**src/pfs_pkg.sv**
```systemverilog
// Shared constants of the PFC fault supervisor
`default_nettype none
package pfs_pkg;
   // Timing
   localparam int CLK_MHZ       = 125;
   localparam int FLT_DLY_US    = 30;
   localparam int FLT_DLY_CYC   = FLT_DLY_US * CLK_MHZ;
   localparam int OTP_BLANK_MS  = 5;
   localparam int OTP_BLANK_CYC = OTP_BLANK_MS * 1000 * CLK_MHZ;
   localparam int SAG_BLANK_CYC = 2000;
   localparam int BO_BLANK_CYC  = 4000;
   localparam int LF_DLY_CYC    = 4000;
   localparam int BUV_RST_CYC   = 4000;
   localparam int LF_GOOD_TOG   = 4;
   localparam int TOG_W         = 3;
   // Fault vector positions
   localparam int NFLT   = 12;
   localparam int F_SAG  = 0;
   localparam int F_BO   = 1;
   localparam int F_LF1  = 2;
   localparam int F_LF2  = 3;
   localparam int F_UVP  = 4;
   localparam int F_BUV  = 5;
   localparam int F_SOVP = 6;
   localparam int F_HOVP = 7;
   localparam int F_UVLO = 8;
   localparam int F_OTP  = 9;
   localparam int F_FOVP = 10;
   localparam int F_TSD  = 11;
   // Output state positions
   localparam int NOUT   = 8;
   localparam int O_PWM  = 0;
   localparam int O_SR   = 1;
   localparam int O_POL  = 2;
   localparam int O_PG   = 3;
   localparam int O_STOP = 4;
   localparam int O_SOVP = 5;
   localparam int O_CRST = 6;
   localparam int O_SKIP = 7;
   // Register map
   localparam int AW = 4;
   localparam int DW = 32;
   localparam logic [AW-1:0]   A_FAULT    = 4'h0;
   localparam logic [AW-1:0]   A_IRQ_STAT = 4'h4;
   localparam logic [AW-1:0]   A_IRQ_MASK = 4'h8;
   localparam logic [AW-1:0]   A_OUTS     = 4'hc;
   localparam logic [NFLT-1:0] MASK_RST   = 12'h000;
endpackage
`default_nettype wire

```
**src/pfs_fault_supervisor.sv**
```systemverilog
// PFC fault supervisor: fault set/clear matrix and drive gating
//
// The implementer's own choices: the plain strobed port and the address map.
`default_nettype none
// What this block does
// - A line held below the brownout stop level past the sag blanking starts soft stop, and drives stop only once it completes.
// - During a sag, power-good drops only with static overvoltage or bulk undervoltage, and the bulk restart timer is cancelled.
// - A brownout resets the controller, disables polarity, drops power-good only under static overvoltage, and clears above the start level.
// - An out-of-window line period stops the rectifier drives and starts a delay whose expiry stops PWM and drops power-good, clearing after 4 good toggles.
// - Feedback above the soft overvoltage level runs the soft overvoltage sequence, then stops PWM, clearing below the recovery level.
// - Feedback above the hard overvoltage level stops PWM at once, clearing below the recovery level.
// - In both overvoltage faults polarity and rectifier drives keep running.
// - Every fault has its own set, clear and actions; only sag with bulk undervoltage and the two line-frequency stages look at each other's flags.
// - Skip and bulk undervoltage stay barred until the internal power-good flag has been set.
// - Power-good stays low at startup until feedback reaches 98% of the reference.
// - Fault-pin overtemperature is ignored for 5 ms after power-up.
// - A fault-pin fault is declared only after persisting past its 30 us blanking delay.
module pfs_fault_supervisor #(
   parameter int OTP_BLANK_CYC = pfs_pkg::OTP_BLANK_CYC,
   parameter int FLT_DLY_CYC   = pfs_pkg::FLT_DLY_CYC,
   parameter int SAG_BLANK_CYC = pfs_pkg::SAG_BLANK_CYC,
   parameter int BO_BLANK_CYC  = pfs_pkg::BO_BLANK_CYC,
   parameter int LF_DLY_CYC    = pfs_pkg::LF_DLY_CYC,
   parameter int BUV_RST_CYC   = pfs_pkg::BUV_RST_CYC
) (
   // Clock and reset
   input  wire logic                   clk_sys_i,
   input  wire logic                   arst_n_i,
   // Register port
   input  wire logic [pfs_pkg::AW-1:0] reg_addr_i,
   input  wire logic [pfs_pkg::DW-1:0] reg_wdata_i,
   input  wire logic                   reg_wr_i,
   input  wire logic                   reg_rd_i,
   output logic      [pfs_pkg::DW-1:0] reg_rdata_o,
   output logic                        irq_o,
   // Line comparators
   input  wire logic                   line_below_stop_i,
   input  wire logic                   line_above_start_i,
   input  wire logic                   line_period_valid_i,
   input  wire logic                   line_period_in_range_i,
   // Feedback comparators
   input  wire logic                   fb_at_regulation_i,
   input  wire logic                   fb_below_uvp_i,
   input  wire logic                   fb_above_uvp_hys_i,
   input  wire logic                   fb_below_buv_i,
   input  wire logic                   fb_above_soft_ovp_i,
   input  wire logic                   fb_above_hard_ovp_i,
   input  wire logic                   fb_below_ovp_recover_i,
   input  wire logic                   static_overvoltage_i,
   // Supply, fault pin and temperature
   input  wire logic                   vcc_below_off_i,
   input  wire logic                   vcc_above_on_i,
   input  wire logic                   flt_below_otp_i,
   input  wire logic                   flt_above_rec_i,
   input  wire logic                   flt_above_ovp_i,
   input  wire logic                   tj_above_shdn_i,
   input  wire logic                   tj_below_hys_i,
   input  wire logic                   master_reset_i,
   // Sequence handshakes
   input  wire logic                   soft_stop_done_i,
   input  wire logic                   soft_ovp_done_i,
   // Drive gating
   output logic                        pwm_enable_o,
   output logic                        sync_rectifier_drive_en_o,
   output logic                        polarity_en_o,
   output logic                        power_good_output_o,
   output logic                        soft_stop_req_o,
   output logic                        soft_ovp_req_o,
   output logic                        controller_reset_o,
   output logic                        skip_allow_o
);
   typedef struct packed {
      logic [pfs_pkg::NFLT-1:0]  flt;
      logic [pfs_pkg::NFLT-1:0]  flt_prev;
      logic                      stop_done;
      logic                      sovp_done;
      logic                      pg_flag;
      logic [pfs_pkg::TOG_W-1:0] good_tog;
      logic [pfs_pkg::NOUT-1:0]  outs;
   } pfs_sup_t;

   localparam logic [pfs_pkg::TOG_W-1:0] TOG_DONE = pfs_pkg::TOG_W'(pfs_pkg::LF_GOOD_TOG);

   pfs_sup_t s_q;
   pfs_sup_t s_d;

   logic sag_hit;
   logic bo_hit;
   logic blank_done;
   logic otp_hit;
   logic fovp_hit;
   logic lf_dly_done;
   logic buv_done;
   logic buv_run;
   logic lf_run;

   if (OTP_BLANK_CYC < 1 || FLT_DLY_CYC < 1 || SAG_BLANK_CYC < 1 ||
       BO_BLANK_CYC < 1 || LF_DLY_CYC < 1 || BUV_RST_CYC < 1) begin : g_chk
      $error("pfs_fault_supervisor: every count must be at least 1");
   end

   // Timers stop, and so restart from zero, whenever their fault drops
   assign buv_run = s_q.flt[pfs_pkg::F_BUV] & ~s_q.flt[pfs_pkg::F_SAG];
   assign lf_run  = s_q.flt[pfs_pkg::F_LF1] & ~s_q.flt[pfs_pkg::F_LF2];

   pfs_persist #(.CYCLES(SAG_BLANK_CYC)) u_sag_blank (
      .clk_sys_i (clk_sys_i),
      .arst_n_i  (arst_n_i),
      .cond_i    (line_below_stop_i),
      .hit_o     (sag_hit)
   );

   pfs_persist #(.CYCLES(BO_BLANK_CYC)) u_bo_blank (
      .clk_sys_i (clk_sys_i),
      .arst_n_i  (arst_n_i),
      .cond_i    (line_below_stop_i),
      .hit_o     (bo_hit)
   );

   // Power-up blanking: the condition is the constant one, so it runs once
   pfs_persist #(.CYCLES(OTP_BLANK_CYC)) u_otp_blank (
      .clk_sys_i (clk_sys_i),
      .arst_n_i  (arst_n_i),
      .cond_i    (1'b1),
      .hit_o     (blank_done)
   );

   pfs_persist #(.CYCLES(FLT_DLY_CYC)) u_otp_dly (
      .clk_sys_i (clk_sys_i),
      .arst_n_i  (arst_n_i),
      .cond_i    (flt_below_otp_i & blank_done),
      .hit_o     (otp_hit)
   );

   pfs_persist #(.CYCLES(FLT_DLY_CYC)) u_fovp_dly (
      .clk_sys_i (clk_sys_i),
      .arst_n_i  (arst_n_i),
      .cond_i    (flt_above_ovp_i),
      .hit_o     (fovp_hit)
   );

   pfs_persist #(.CYCLES(LF_DLY_CYC)) u_lf_dly (
      .clk_sys_i (clk_sys_i),
      .arst_n_i  (arst_n_i),
      .cond_i    (lf_run),
      .hit_o     (lf_dly_done)
   );

   pfs_persist #(.CYCLES(BUV_RST_CYC)) u_buv_tmr (
      .clk_sys_i (clk_sys_i),
      .arst_n_i  (arst_n_i),
      .cond_i    (buv_run),
      .hit_o     (buv_done)
   );

   pfs_regs u_regs (
      .clk_sys_i (clk_sys_i),
      .arst_n_i  (arst_n_i),
      .addr_i    (reg_addr_i),
      .wdata_i   (reg_wdata_i),
      .wr_i      (reg_wr_i),
      .rd_i      (reg_rd_i),
      .rdata_o   (reg_rdata_o),
      .fault_i   (s_q.flt),
      .event_i   (s_q.flt & ~s_q.flt_prev),
      .outs_i    (s_q.outs),
      .irq_o     (irq_o)
   );

   // Each fault: set wins over its own clear; only sag with bulk undervoltage and the two line-frequency stages look at each other's flags
   always_comb begin
      logic [pfs_pkg::NFLT-1:0] f;
      logic [pfs_pkg::NFLT-1:0] set;
      logic [pfs_pkg::NFLT-1:0] clr;
      logic                     good;
      logic                     pwm_off;
      logic                     sr_off;
      logic                     pol_off;
      logic                     pg_low;
      f   = s_q.flt;
      set = '0;
      clr = '0;
      s_d = s_q;
      good = line_period_valid_i & line_period_in_range_i;
      pwm_off = 1'b0;
      sr_off  = 1'b0;
      pol_off = 1'b0;
      pg_low  = 1'b0;

      set[pfs_pkg::F_SAG]  = sag_hit;
      clr[pfs_pkg::F_SAG]  = line_above_start_i;
      set[pfs_pkg::F_BO]   = bo_hit;
      clr[pfs_pkg::F_BO]   = line_above_start_i;
      set[pfs_pkg::F_LF1]  = line_period_valid_i & ~line_period_in_range_i;
      clr[pfs_pkg::F_LF1]  = good;
      set[pfs_pkg::F_LF2]  = lf_dly_done;
      clr[pfs_pkg::F_LF2]  = good && s_q.good_tog == TOG_DONE - 1'b1;
      set[pfs_pkg::F_UVP]  = fb_below_uvp_i;
      clr[pfs_pkg::F_UVP]  = fb_above_uvp_hys_i;
      // Re-arms one cycle after expiry, so a lasting bulk undervoltage retries each period
      set[pfs_pkg::F_BUV]  = s_q.pg_flag & fb_below_buv_i & ~f[pfs_pkg::F_BUV];
      clr[pfs_pkg::F_BUV]  = buv_done;
      set[pfs_pkg::F_SOVP] = fb_above_soft_ovp_i;
      clr[pfs_pkg::F_SOVP] = fb_below_ovp_recover_i;
      set[pfs_pkg::F_HOVP] = fb_above_hard_ovp_i;
      clr[pfs_pkg::F_HOVP] = fb_below_ovp_recover_i;
      set[pfs_pkg::F_UVLO] = vcc_below_off_i;
      clr[pfs_pkg::F_UVLO] = vcc_above_on_i;
      set[pfs_pkg::F_OTP]  = otp_hit;
      clr[pfs_pkg::F_OTP]  = flt_above_rec_i;
      set[pfs_pkg::F_FOVP] = fovp_hit;
      clr[pfs_pkg::F_FOVP] = master_reset_i;
      set[pfs_pkg::F_TSD]  = tj_above_shdn_i;
      clr[pfs_pkg::F_TSD]  = tj_below_hys_i;

      s_d.flt      = set | (f & ~clr);
      s_d.flt_prev = f;

      // Good-toggle run resets on any out-of-window period
      if (line_period_valid_i) begin
         if (!line_period_in_range_i) begin
            s_d.good_tog = '0;
         end else if (s_q.good_tog != TOG_DONE) begin
            s_d.good_tog = s_q.good_tog + 1'b1;
         end
      end

      // Sequence completion is held for the life of its fault
      s_d.stop_done = s_d.flt[pfs_pkg::F_SAG] & (s_q.stop_done | soft_stop_done_i);
      s_d.sovp_done = s_d.flt[pfs_pkg::F_SOVP] & (s_q.sovp_done | soft_ovp_done_i);
      s_d.pg_flag   = s_q.pg_flag | fb_at_regulation_i;

      // Soft and hard overvoltage faults touch only the PWM term
      pwm_off = s_d.stop_done | s_d.sovp_done | s_d.flt[pfs_pkg::F_HOVP] |
                s_d.flt[pfs_pkg::F_BO] | s_d.flt[pfs_pkg::F_LF2] |
                s_d.flt[pfs_pkg::F_UVP] | s_d.flt[pfs_pkg::F_BUV] |
                s_d.flt[pfs_pkg::F_UVLO] | s_d.flt[pfs_pkg::F_OTP] |
                s_d.flt[pfs_pkg::F_FOVP] | s_d.flt[pfs_pkg::F_TSD];
      sr_off  = s_d.stop_done | s_d.flt[pfs_pkg::F_BO] |
                s_d.flt[pfs_pkg::F_LF1] | s_d.flt[pfs_pkg::F_LF2] |
                s_d.flt[pfs_pkg::F_UVP] | s_d.flt[pfs_pkg::F_BUV] |
                s_d.flt[pfs_pkg::F_UVLO] | s_d.flt[pfs_pkg::F_OTP] |
                s_d.flt[pfs_pkg::F_FOVP] | s_d.flt[pfs_pkg::F_TSD];
      pol_off = s_d.flt[pfs_pkg::F_BO] | s_d.flt[pfs_pkg::F_UVLO];
      pg_low  = ~s_d.pg_flag |
                (s_d.flt[pfs_pkg::F_SAG] &
                 (static_overvoltage_i | s_d.flt[pfs_pkg::F_BUV])) |
                (s_d.flt[pfs_pkg::F_BO] & static_overvoltage_i) |
                s_d.flt[pfs_pkg::F_LF2] | s_d.flt[pfs_pkg::F_UVP] |
                s_d.flt[pfs_pkg::F_BUV] | s_d.flt[pfs_pkg::F_UVLO] |
                s_d.flt[pfs_pkg::F_OTP] | s_d.flt[pfs_pkg::F_FOVP] |
                s_d.flt[pfs_pkg::F_TSD];

      s_d.outs[pfs_pkg::O_PWM]  = ~pwm_off;
      s_d.outs[pfs_pkg::O_SR]   = ~sr_off;
      s_d.outs[pfs_pkg::O_POL]  = ~pol_off;
      s_d.outs[pfs_pkg::O_PG]   = ~pg_low;
      s_d.outs[pfs_pkg::O_STOP] = s_d.flt[pfs_pkg::F_SAG] & ~s_d.stop_done;
      s_d.outs[pfs_pkg::O_SOVP] = s_d.flt[pfs_pkg::F_SOVP] & ~s_d.sovp_done;
      s_d.outs[pfs_pkg::O_CRST] = s_d.flt[pfs_pkg::F_BO];
      s_d.outs[pfs_pkg::O_SKIP] = s_d.pg_flag;
   end

   // Everything starts disabled; drives come up one edge after release
   always_ff @(posedge clk_sys_i or negedge arst_n_i) begin
      if (!arst_n_i) begin
         s_q <= '0;
      end else begin
         s_q <= s_d;
      end
   end

   assign pwm_enable_o              = s_q.outs[pfs_pkg::O_PWM];
   assign sync_rectifier_drive_en_o = s_q.outs[pfs_pkg::O_SR];
   assign polarity_en_o             = s_q.outs[pfs_pkg::O_POL];
   assign power_good_output_o       = s_q.outs[pfs_pkg::O_PG];
   assign soft_stop_req_o           = s_q.outs[pfs_pkg::O_STOP];
   assign soft_ovp_req_o            = s_q.outs[pfs_pkg::O_SOVP];
   assign controller_reset_o        = s_q.outs[pfs_pkg::O_CRST];
   assign skip_allow_o              = s_q.outs[pfs_pkg::O_SKIP];
endmodule
`default_nettype wire

```
**src/pfs_persist.sv**
```systemverilog
// Persistence qualifier: flags a condition held longer than a cycle count
`default_nettype none
module pfs_persist #(
   parameter int CYCLES = 16
) (
   // Clock and reset
   input  wire logic clk_sys_i,
   input  wire logic arst_n_i,
   // Condition and result
   input  wire logic cond_i,
   output logic      hit_o
);
   localparam int            CW      = $clog2(CYCLES + 1);
   localparam logic [CW-1:0] CNT_MAX = CW'(CYCLES);

   typedef struct packed {
      logic [CW-1:0] cnt;
      logic          hit;
   } pfs_pst_t;

   pfs_pst_t s_q;
   pfs_pst_t s_d;

   if (CYCLES < 1) begin : g_chk
      $error("pfs_persist: CYCLES must be at least 1");
   end

   // A single low cycle restarts the count
   always_comb begin
      s_d = s_q;
      if (!cond_i) begin
         s_d = '0;
      end else if (s_q.cnt == CNT_MAX) begin
         s_d.hit = 1'b1;
      end else begin
         s_d.cnt = s_q.cnt + 1'b1;
      end
   end

   always_ff @(posedge clk_sys_i or negedge arst_n_i) begin
      if (!arst_n_i) begin
         s_q <= '0;
      end else begin
         s_q <= s_d;
      end
   end

   assign hit_o = s_q.hit;
endmodule
`default_nettype wire

```
**src/pfs_regs.sv**
```systemverilog
// Register port, sticky fault events, mask and interrupt
`default_nettype none
module pfs_regs (
   // Clock and reset
   input  wire logic                     clk_sys_i,
   input  wire logic                     arst_n_i,
   // Register port
   input  wire logic [pfs_pkg::AW-1:0]   addr_i,
   input  wire logic [pfs_pkg::DW-1:0]   wdata_i,
   input  wire logic                     wr_i,
   input  wire logic                     rd_i,
   output logic      [pfs_pkg::DW-1:0]   rdata_o,
   // Block state
   input  wire logic [pfs_pkg::NFLT-1:0] fault_i,
   input  wire logic [pfs_pkg::NFLT-1:0] event_i,
   input  wire logic [pfs_pkg::NOUT-1:0] outs_i,
   output logic                          irq_o
);
   typedef struct packed {
      logic [pfs_pkg::NFLT-1:0] stat;
      logic [pfs_pkg::NFLT-1:0] mask;
      logic [pfs_pkg::DW-1:0]   rdata;
      logic                     irq;
   } pfs_reg_t;

   pfs_reg_t s_q;
   pfs_reg_t s_d;

   always_comb begin
      s_d = s_q;
      s_d.rdata = '0;
      // New events win over a write-one clear in the same cycle
      if (wr_i && addr_i == pfs_pkg::A_IRQ_STAT) begin
         s_d.stat = s_q.stat & ~wdata_i[pfs_pkg::NFLT-1:0];
      end
      s_d.stat = s_d.stat | event_i;
      if (wr_i && addr_i == pfs_pkg::A_IRQ_MASK) begin
         s_d.mask = wdata_i[pfs_pkg::NFLT-1:0];
      end
      if (rd_i) begin
         unique case (addr_i)
            pfs_pkg::A_FAULT:    s_d.rdata[pfs_pkg::NFLT-1:0] = fault_i;
            pfs_pkg::A_IRQ_STAT: s_d.rdata[pfs_pkg::NFLT-1:0] = s_q.stat;
            pfs_pkg::A_IRQ_MASK: s_d.rdata[pfs_pkg::NFLT-1:0] = s_q.mask;
            pfs_pkg::A_OUTS:     s_d.rdata[pfs_pkg::NOUT-1:0] = outs_i;
            default:             s_d.rdata = '0;
         endcase
      end
      s_d.irq = |(s_d.stat & s_d.mask);
   end

   always_ff @(posedge clk_sys_i or negedge arst_n_i) begin
      if (!arst_n_i) begin
         s_q      <= '0;
         s_q.mask <= pfs_pkg::MASK_RST;
      end else begin
         s_q <= s_d;
      end
   end

   assign rdata_o = s_q.rdata;
   assign irq_o   = s_q.irq;
endmodule
`default_nettype wire

```
**config.mk**
```make
export PLATFORM = sky130hd
export DESIGN_NAME = pfs_fault_supervisor
export DESIGN_NICKNAME = d
export VERILOG_FILES = /design/src/pfs_pkg.sv /design/src/pfs_fault_supervisor.sv /design/src/pfs_persist.sv /design/src/pfs_regs.sv
export SDC_FILE = /design/constraint.sdc
export NUM_CORES = 1
export LEC_CHECK = 0
export BUFFER_PORTS_ARGS = -buffer_cell sky130_fd_sc_hd__buf_4
export CAP_MARGIN = 20
export CORE_UTILIZATION = 52
export CTS_CLUSTER_DIAMETER = 60
export CTS_CLUSTER_SIZE = 16
export DETAILED_ROUTE_END_ITERATION = 8
export GPL_TIMING_DRIVEN = 0
export MAX_ROUTING_LAYER = met4
export PLACE_DENSITY = 0.86
export SLEW_MARGIN = 30
export SYNTH_ARGS = -nofsm -noshare
export SYNTH_HDL_FRONTEND = slang
export SYNTH_SLANG_ARGS = --single-unit
```
**constraint.sdc**
```tcl
create_clock -name clk_sys_i -period 1.6 [get_ports clk_sys_i]
set_clock_uncertainty 0.05 [all_clocks]
set_input_delay 0.16 -clock clk_sys_i [delete_from_list [all_inputs] [get_ports clk_sys_i]]
set_output_delay 0.16 -clock clk_sys_i [all_outputs]
set_load 0.01 [all_outputs]
```
# Yosys cells after proc, flatten, opt, wreduce, memory -nomap -nowiden
# Cells that the tools add are included.
# op_classes
addsub	8
n_eq_ne	25
muxes	25
bitwise_logic	66
reduce_logical	6
# ops
cell	count
12-bit 2-to-1 mux	9
13-bit 2-to-1 mux	5
12-bit by 1-bit adder with 12-bit output, second input constant	5
12-bit equality test, second input constant	5
12-bit bitwise AND	4
12-bit inverter	3
1-bit bitwise OR	33
8-bit one-hot mux with 4 select lines	1
12-bit bitwise OR	2
20-bit by 1-bit adder with 20-bit output, second input constant	1
20-bit equality test, second input constant	1
2-bit inequality test, second input constant	9
1-bit bitwise AND	13
4-bit one-hot mux with 3 select lines	1
12-bit OR reduction	1
11-bit by 1-bit adder with 11-bit output, second input constant	1
11-bit equality test, second input constant	1
11-bit 2-to-1 mux	1
1-bit inverter	11
4-bit equality test, second input constant	2
2-bit by 1-bit inequality test with 1-bit output, second input constant	4
1-bit 2-to-1 mux	6
3-bit 2-to-1 mux	2
4-bit by 3-bit equality test with 1-bit output, second input constant	1
other kinds (6)	8
# word_totals
regBits	173
input_bits	62
out_inout_bits	41
elab_cells	155

# Logic depth before layout (Yosys ltp)
# logic_depth
depth_word	17
ltp_mapped	7
ltp_nobuf	7

# Modules after synthesis
# Synthesis repeated with hierarchy kept, for this count alone.
# hier_totals
hier_cells	843
hier_area_um2	8677.1
# by_module_without_submodules
module	instances	cells_per_inst	area_each_um2	seq_area_each_um2
pfs_regs	1	200	2094.5	925.9
pfs_persist (u_bo_blank ...)	3	70	684.4	325.3
pfs_persist (u_fovp_dly ...)	2	69	706.9	325.3
pfs_fault_supervisor	1	113	1371.3	900.9
pfs_persist (u_otp_blank)	1	121	1127.3	525.5
pfs_persist (u_sag_blank)	1	61	616.8	300.3

# Least setup slack after synthesis
# No wires, ideal clock.
# synth_path
path_kind	register -> register
startpoint	register s_q, in the netlist s_d[24]
endpoint	register s_q, in the netlist pwm_enable_o
setup_ns	0.101
t_arrival_ns	1.594
required_ns	1.449
path_slack_ns	-0.145
path_stages_with_launch	5
n_path_buf	0
period_less_slack_ns	1.745
cell_sequence	dfrtp_1 a21o_1 or3_1 or4_1 nor4_1
# synth_lines
item	line_no	rtl
start, declared	pfs_fault_supervisor.sv:84	pfs_sup_t s_q;
start signal, assigned	pfs_fault_supervisor.sv:267	s_q <= '0;
start signal, assigned	pfs_fault_supervisor.sv:269	s_q <= s_d;

==> results.md <==
* First-pass GRT wire length at 31700 µm
* Maximum VDD drop at 0.678 mV
* CTS max path bufs at 2
* Pre-antenna DRT Iters at 7
* Worst Setup End Kind: flop
* Register area at 4290 µm²
* Met2 routed WL at 11000 µm
* # IOs at 103
* DP HPWL at 11500 µm
* Slew headroom at 0.522
* Clock buffers created by TritonCTS at 17
* Leakage power at 4.99 nW
* Tcrit/Tclk final at 1.17
* Drc violations at 0
* Final min period at 1.87 ns
* Core Area at 15200 µm²
* DR WL met3 at 1180 µm
* CTS H-tree depth at 4
* Setup_tns at -1.45 ns
* M1 wire length at 8140 µm
* Drt via density at 5.70
* Initial antenna violation count at 0
* Die ar. at 16100 µm²
* Clock Sinks at 171
* Placed Area at 8960 µm²
* Finished Cell Area at 10700 µm²
* Gate count after technology mapping at 759
* Fraction of layout cells with a size suffix above 1 at 0.296
* Vias in the first global route at 6421
* Port-buffer cells at 62
* FMAX at 534 MHz
* Hold Slack at 0.00698 ns
* Syn-to-layout area delta at 32.0%
* RSZ-0062 raised after global routing: yes
* Clk Latency, worst-skew pair at 0.43 ns
* Slowest cell on the critical path: or4_4
* Largest net degree at the start of global routing at 89
* Total global routing overflow at 0
* Yosys cell types at 57
* Status: complete, but fails checks
* Rows at 45
* YS warnings at 0
* Critical Path Source Type: flop
* Crit-path max FO at 3
* Starting Density at 0.534
* Post-route worst setup slack at -0.274 ns
* Worst-margin pin slew at 0.718 ns
* Root buf cell: clkbuf_16
* Fraction of registers with async set/reset at 1.00
* Crit Path Category: flop to flop
* WL/cell at 18.6 µm
* Critical path data arrival time at 2.15 ns
* Max Slew Vio Count at 0
* Maxcap violations at 0
* Final Power at 0.0105 W
* Synthesized flop and latch total at 171
* Worst stage delay on the critical path at 0.54 ns
* Post-synth EDFFs at 0
* Final Hold Vio Count at 0
* CP required at 1.87 ns
* Sequential area share after synthesis at 0.527
* Final setup vio count at 17
* Post-DRT Antenna Nets at 0
* Clock slew at reported path FFs at 0.07 ns
* Violated checks: negative setup slack
* Most common cell after layout, fill and taps aside: dfrtp_1
* Main synth FF type: dfrtp_1
* Final wirelength at 21000 µm
* Placer Congestion at 0.831
* Antenna cells at 0
* CTS tree: done
* Via count at 6459
* Area of the multi-input gates at 3930 µm²
* # fillers at 979
* Post-synthesis cell area at 8120 µm²
* Most frequent cells in the layout: 163 x dfrtp_1, 135 x buf_4, 53 x nand2_1
* Worst path cell trace: a21o_1 > or3_4 > or4_4 > nor4_4
* Syn Area/Cell at 10.7 µm²
* Starting DRT DRC Count at 625
* Pwr per Cell Area at 980 nW/µm²
* Worst Hold Class: primary input to flop
* GRT Total Usage at 0.262
* Uppermost routed layer: met4
* Chip Height at 127 µm
* Fin nets at 1013
* DIE WIDTH at 127 µm
## Yosys cell counts, drive strengths merged, types with 9 or more instances
| cell | n | share of area |
|---|---|---|
| inv | 47 | 0.022 |
| a21oi | 22 | 0.014 |
| nand3 | 49 | 0.030 |
| xnor2 | 43 | 0.046 |
| nor3 | 10 | 0.0062 |
| nand4 | 17 | 0.013 |
| a22oi | 9 | 0.0083 |
| and3 | 20 | 0.015 |
| ha | 17 | 0.026 |
| buf | 40 | 0.035 |
| o31ai | 12 | 0.017 |
| nand2 | 53 | 0.025 |
| dfrtp | 171 | 0.53 |
| or3 | 9 | 0.0069 |
| nor2 | 57 | 0.026 |
| and2 | 27 | 0.021 |
| o21ai | 23 | 0.014 |
| nand2b | 21 | 0.016 |
| xor2 | 27 | 0.029 |
## logic make-up after synthesis
kind of cell | count (synthesis) | synth area share
AND/OR/NAND/NOR | 301 | 0.199
adder cells (fa/ha/maj) | 17 | 0.0262
multiplexers | 21 | 0.0390
XOR/XNOR | 70 | 0.0755
AO/OA/AOI/OAI | 87 | 0.0735
buffers and inverters | 91 | 0.0586
other | 1 | 0.000462
flip-flops | 171 | 0.527
## where the power goes
group / leakage, nW / internal [W] / switching [W] / total [W]
Clock: 0.314 / 0.00274 / 0.00173 / 0.00446
Sequential: 2.20 / 0.00455 / 0.000182 / 0.00473
Combinational: 2.48 / 0.000623 / 0.000678 / 0.00130
Total: 4.99 / 0.00791 / 0.00259 / 0.0105
## per-stage QoR
stage | setup slack (ns) | std cells | utilization
after global placement | -0.604 | 1028 | 0.587
after floorplan | -0.111 | 778 | -
after global routing | -0.285 | 1134 | 0.705
after detailed placement | -0.605 | 1029 | 0.589
final | -0.274 | 1134 | 0.705
after CTS | -0.285 | 1111 | 0.671
## worst paths after layout
path,from,endpoint,slack (ns),cells past startpoint
min,fb_above_uvp_hys_i,s_d[18],0.007,4
min in group asynchronous,arst_n_i,u_fovp_dly.s_q[6],0.26,2
min reg2reg,s_q[13],soft_stop_req_o,0.38,1
max in group asynchronous,arst_n_i,u_sag_blank.s_q[3],0.39,3
max reg2reg,s_d[25],pwm_enable_o,-0.27,4
max,s_d[25],pwm_enable_o,-0.27,4
## metal layers
layer,GRT usage,vias up
li1,-,2889
met1,0.313,3201
met2,0.432,305
met3,0.0477,64
met4,0.121,0
met5,-,-
## final cells by class
type                       instances  area share
sequential                       171       0.400
multi-input combinational        516       0.367
timing repair buffer             137       0.107
clock buffer                      21      0.0439
buffer                            44      0.0283
tap                              188      0.0220
inverter                          47      0.0165
clock inverter                    10      0.0151
## state kept, by name, summed over array words and instances (netlist names), 11 cells and up
signal,cells
u_regs.rdata_o,12
u_bo_blank.s_q,12
u_sag_blank.s_q,11
u_fovp_dly.s_q,12
u_otp_dly.s_q,12
s_q,17
u_regs.s_q,24
u_otp_blank.s_q,20
u_lf_dly.s_q,12
s_d,11
u_buv_tmr.s_q,12
## critical path, delay by kind of cell, from the launching register on
family / cells / cell delay (ns)
simple gates: 3 / 1.14
compound gates: 1 / 0.18
flops: 1 / 0.39
## repair_timing
item                                    in CTS  in global routing
hold endpoints to repair                   123                  0
setup buffers                               25                 23
pin swaps                                   19                 31
endpoints found under the setup margin      32                 46
hold buffers                                26                  0
gates resized for setup                     40                 68
Note: power is estimated with default switching activity, not from simulation.
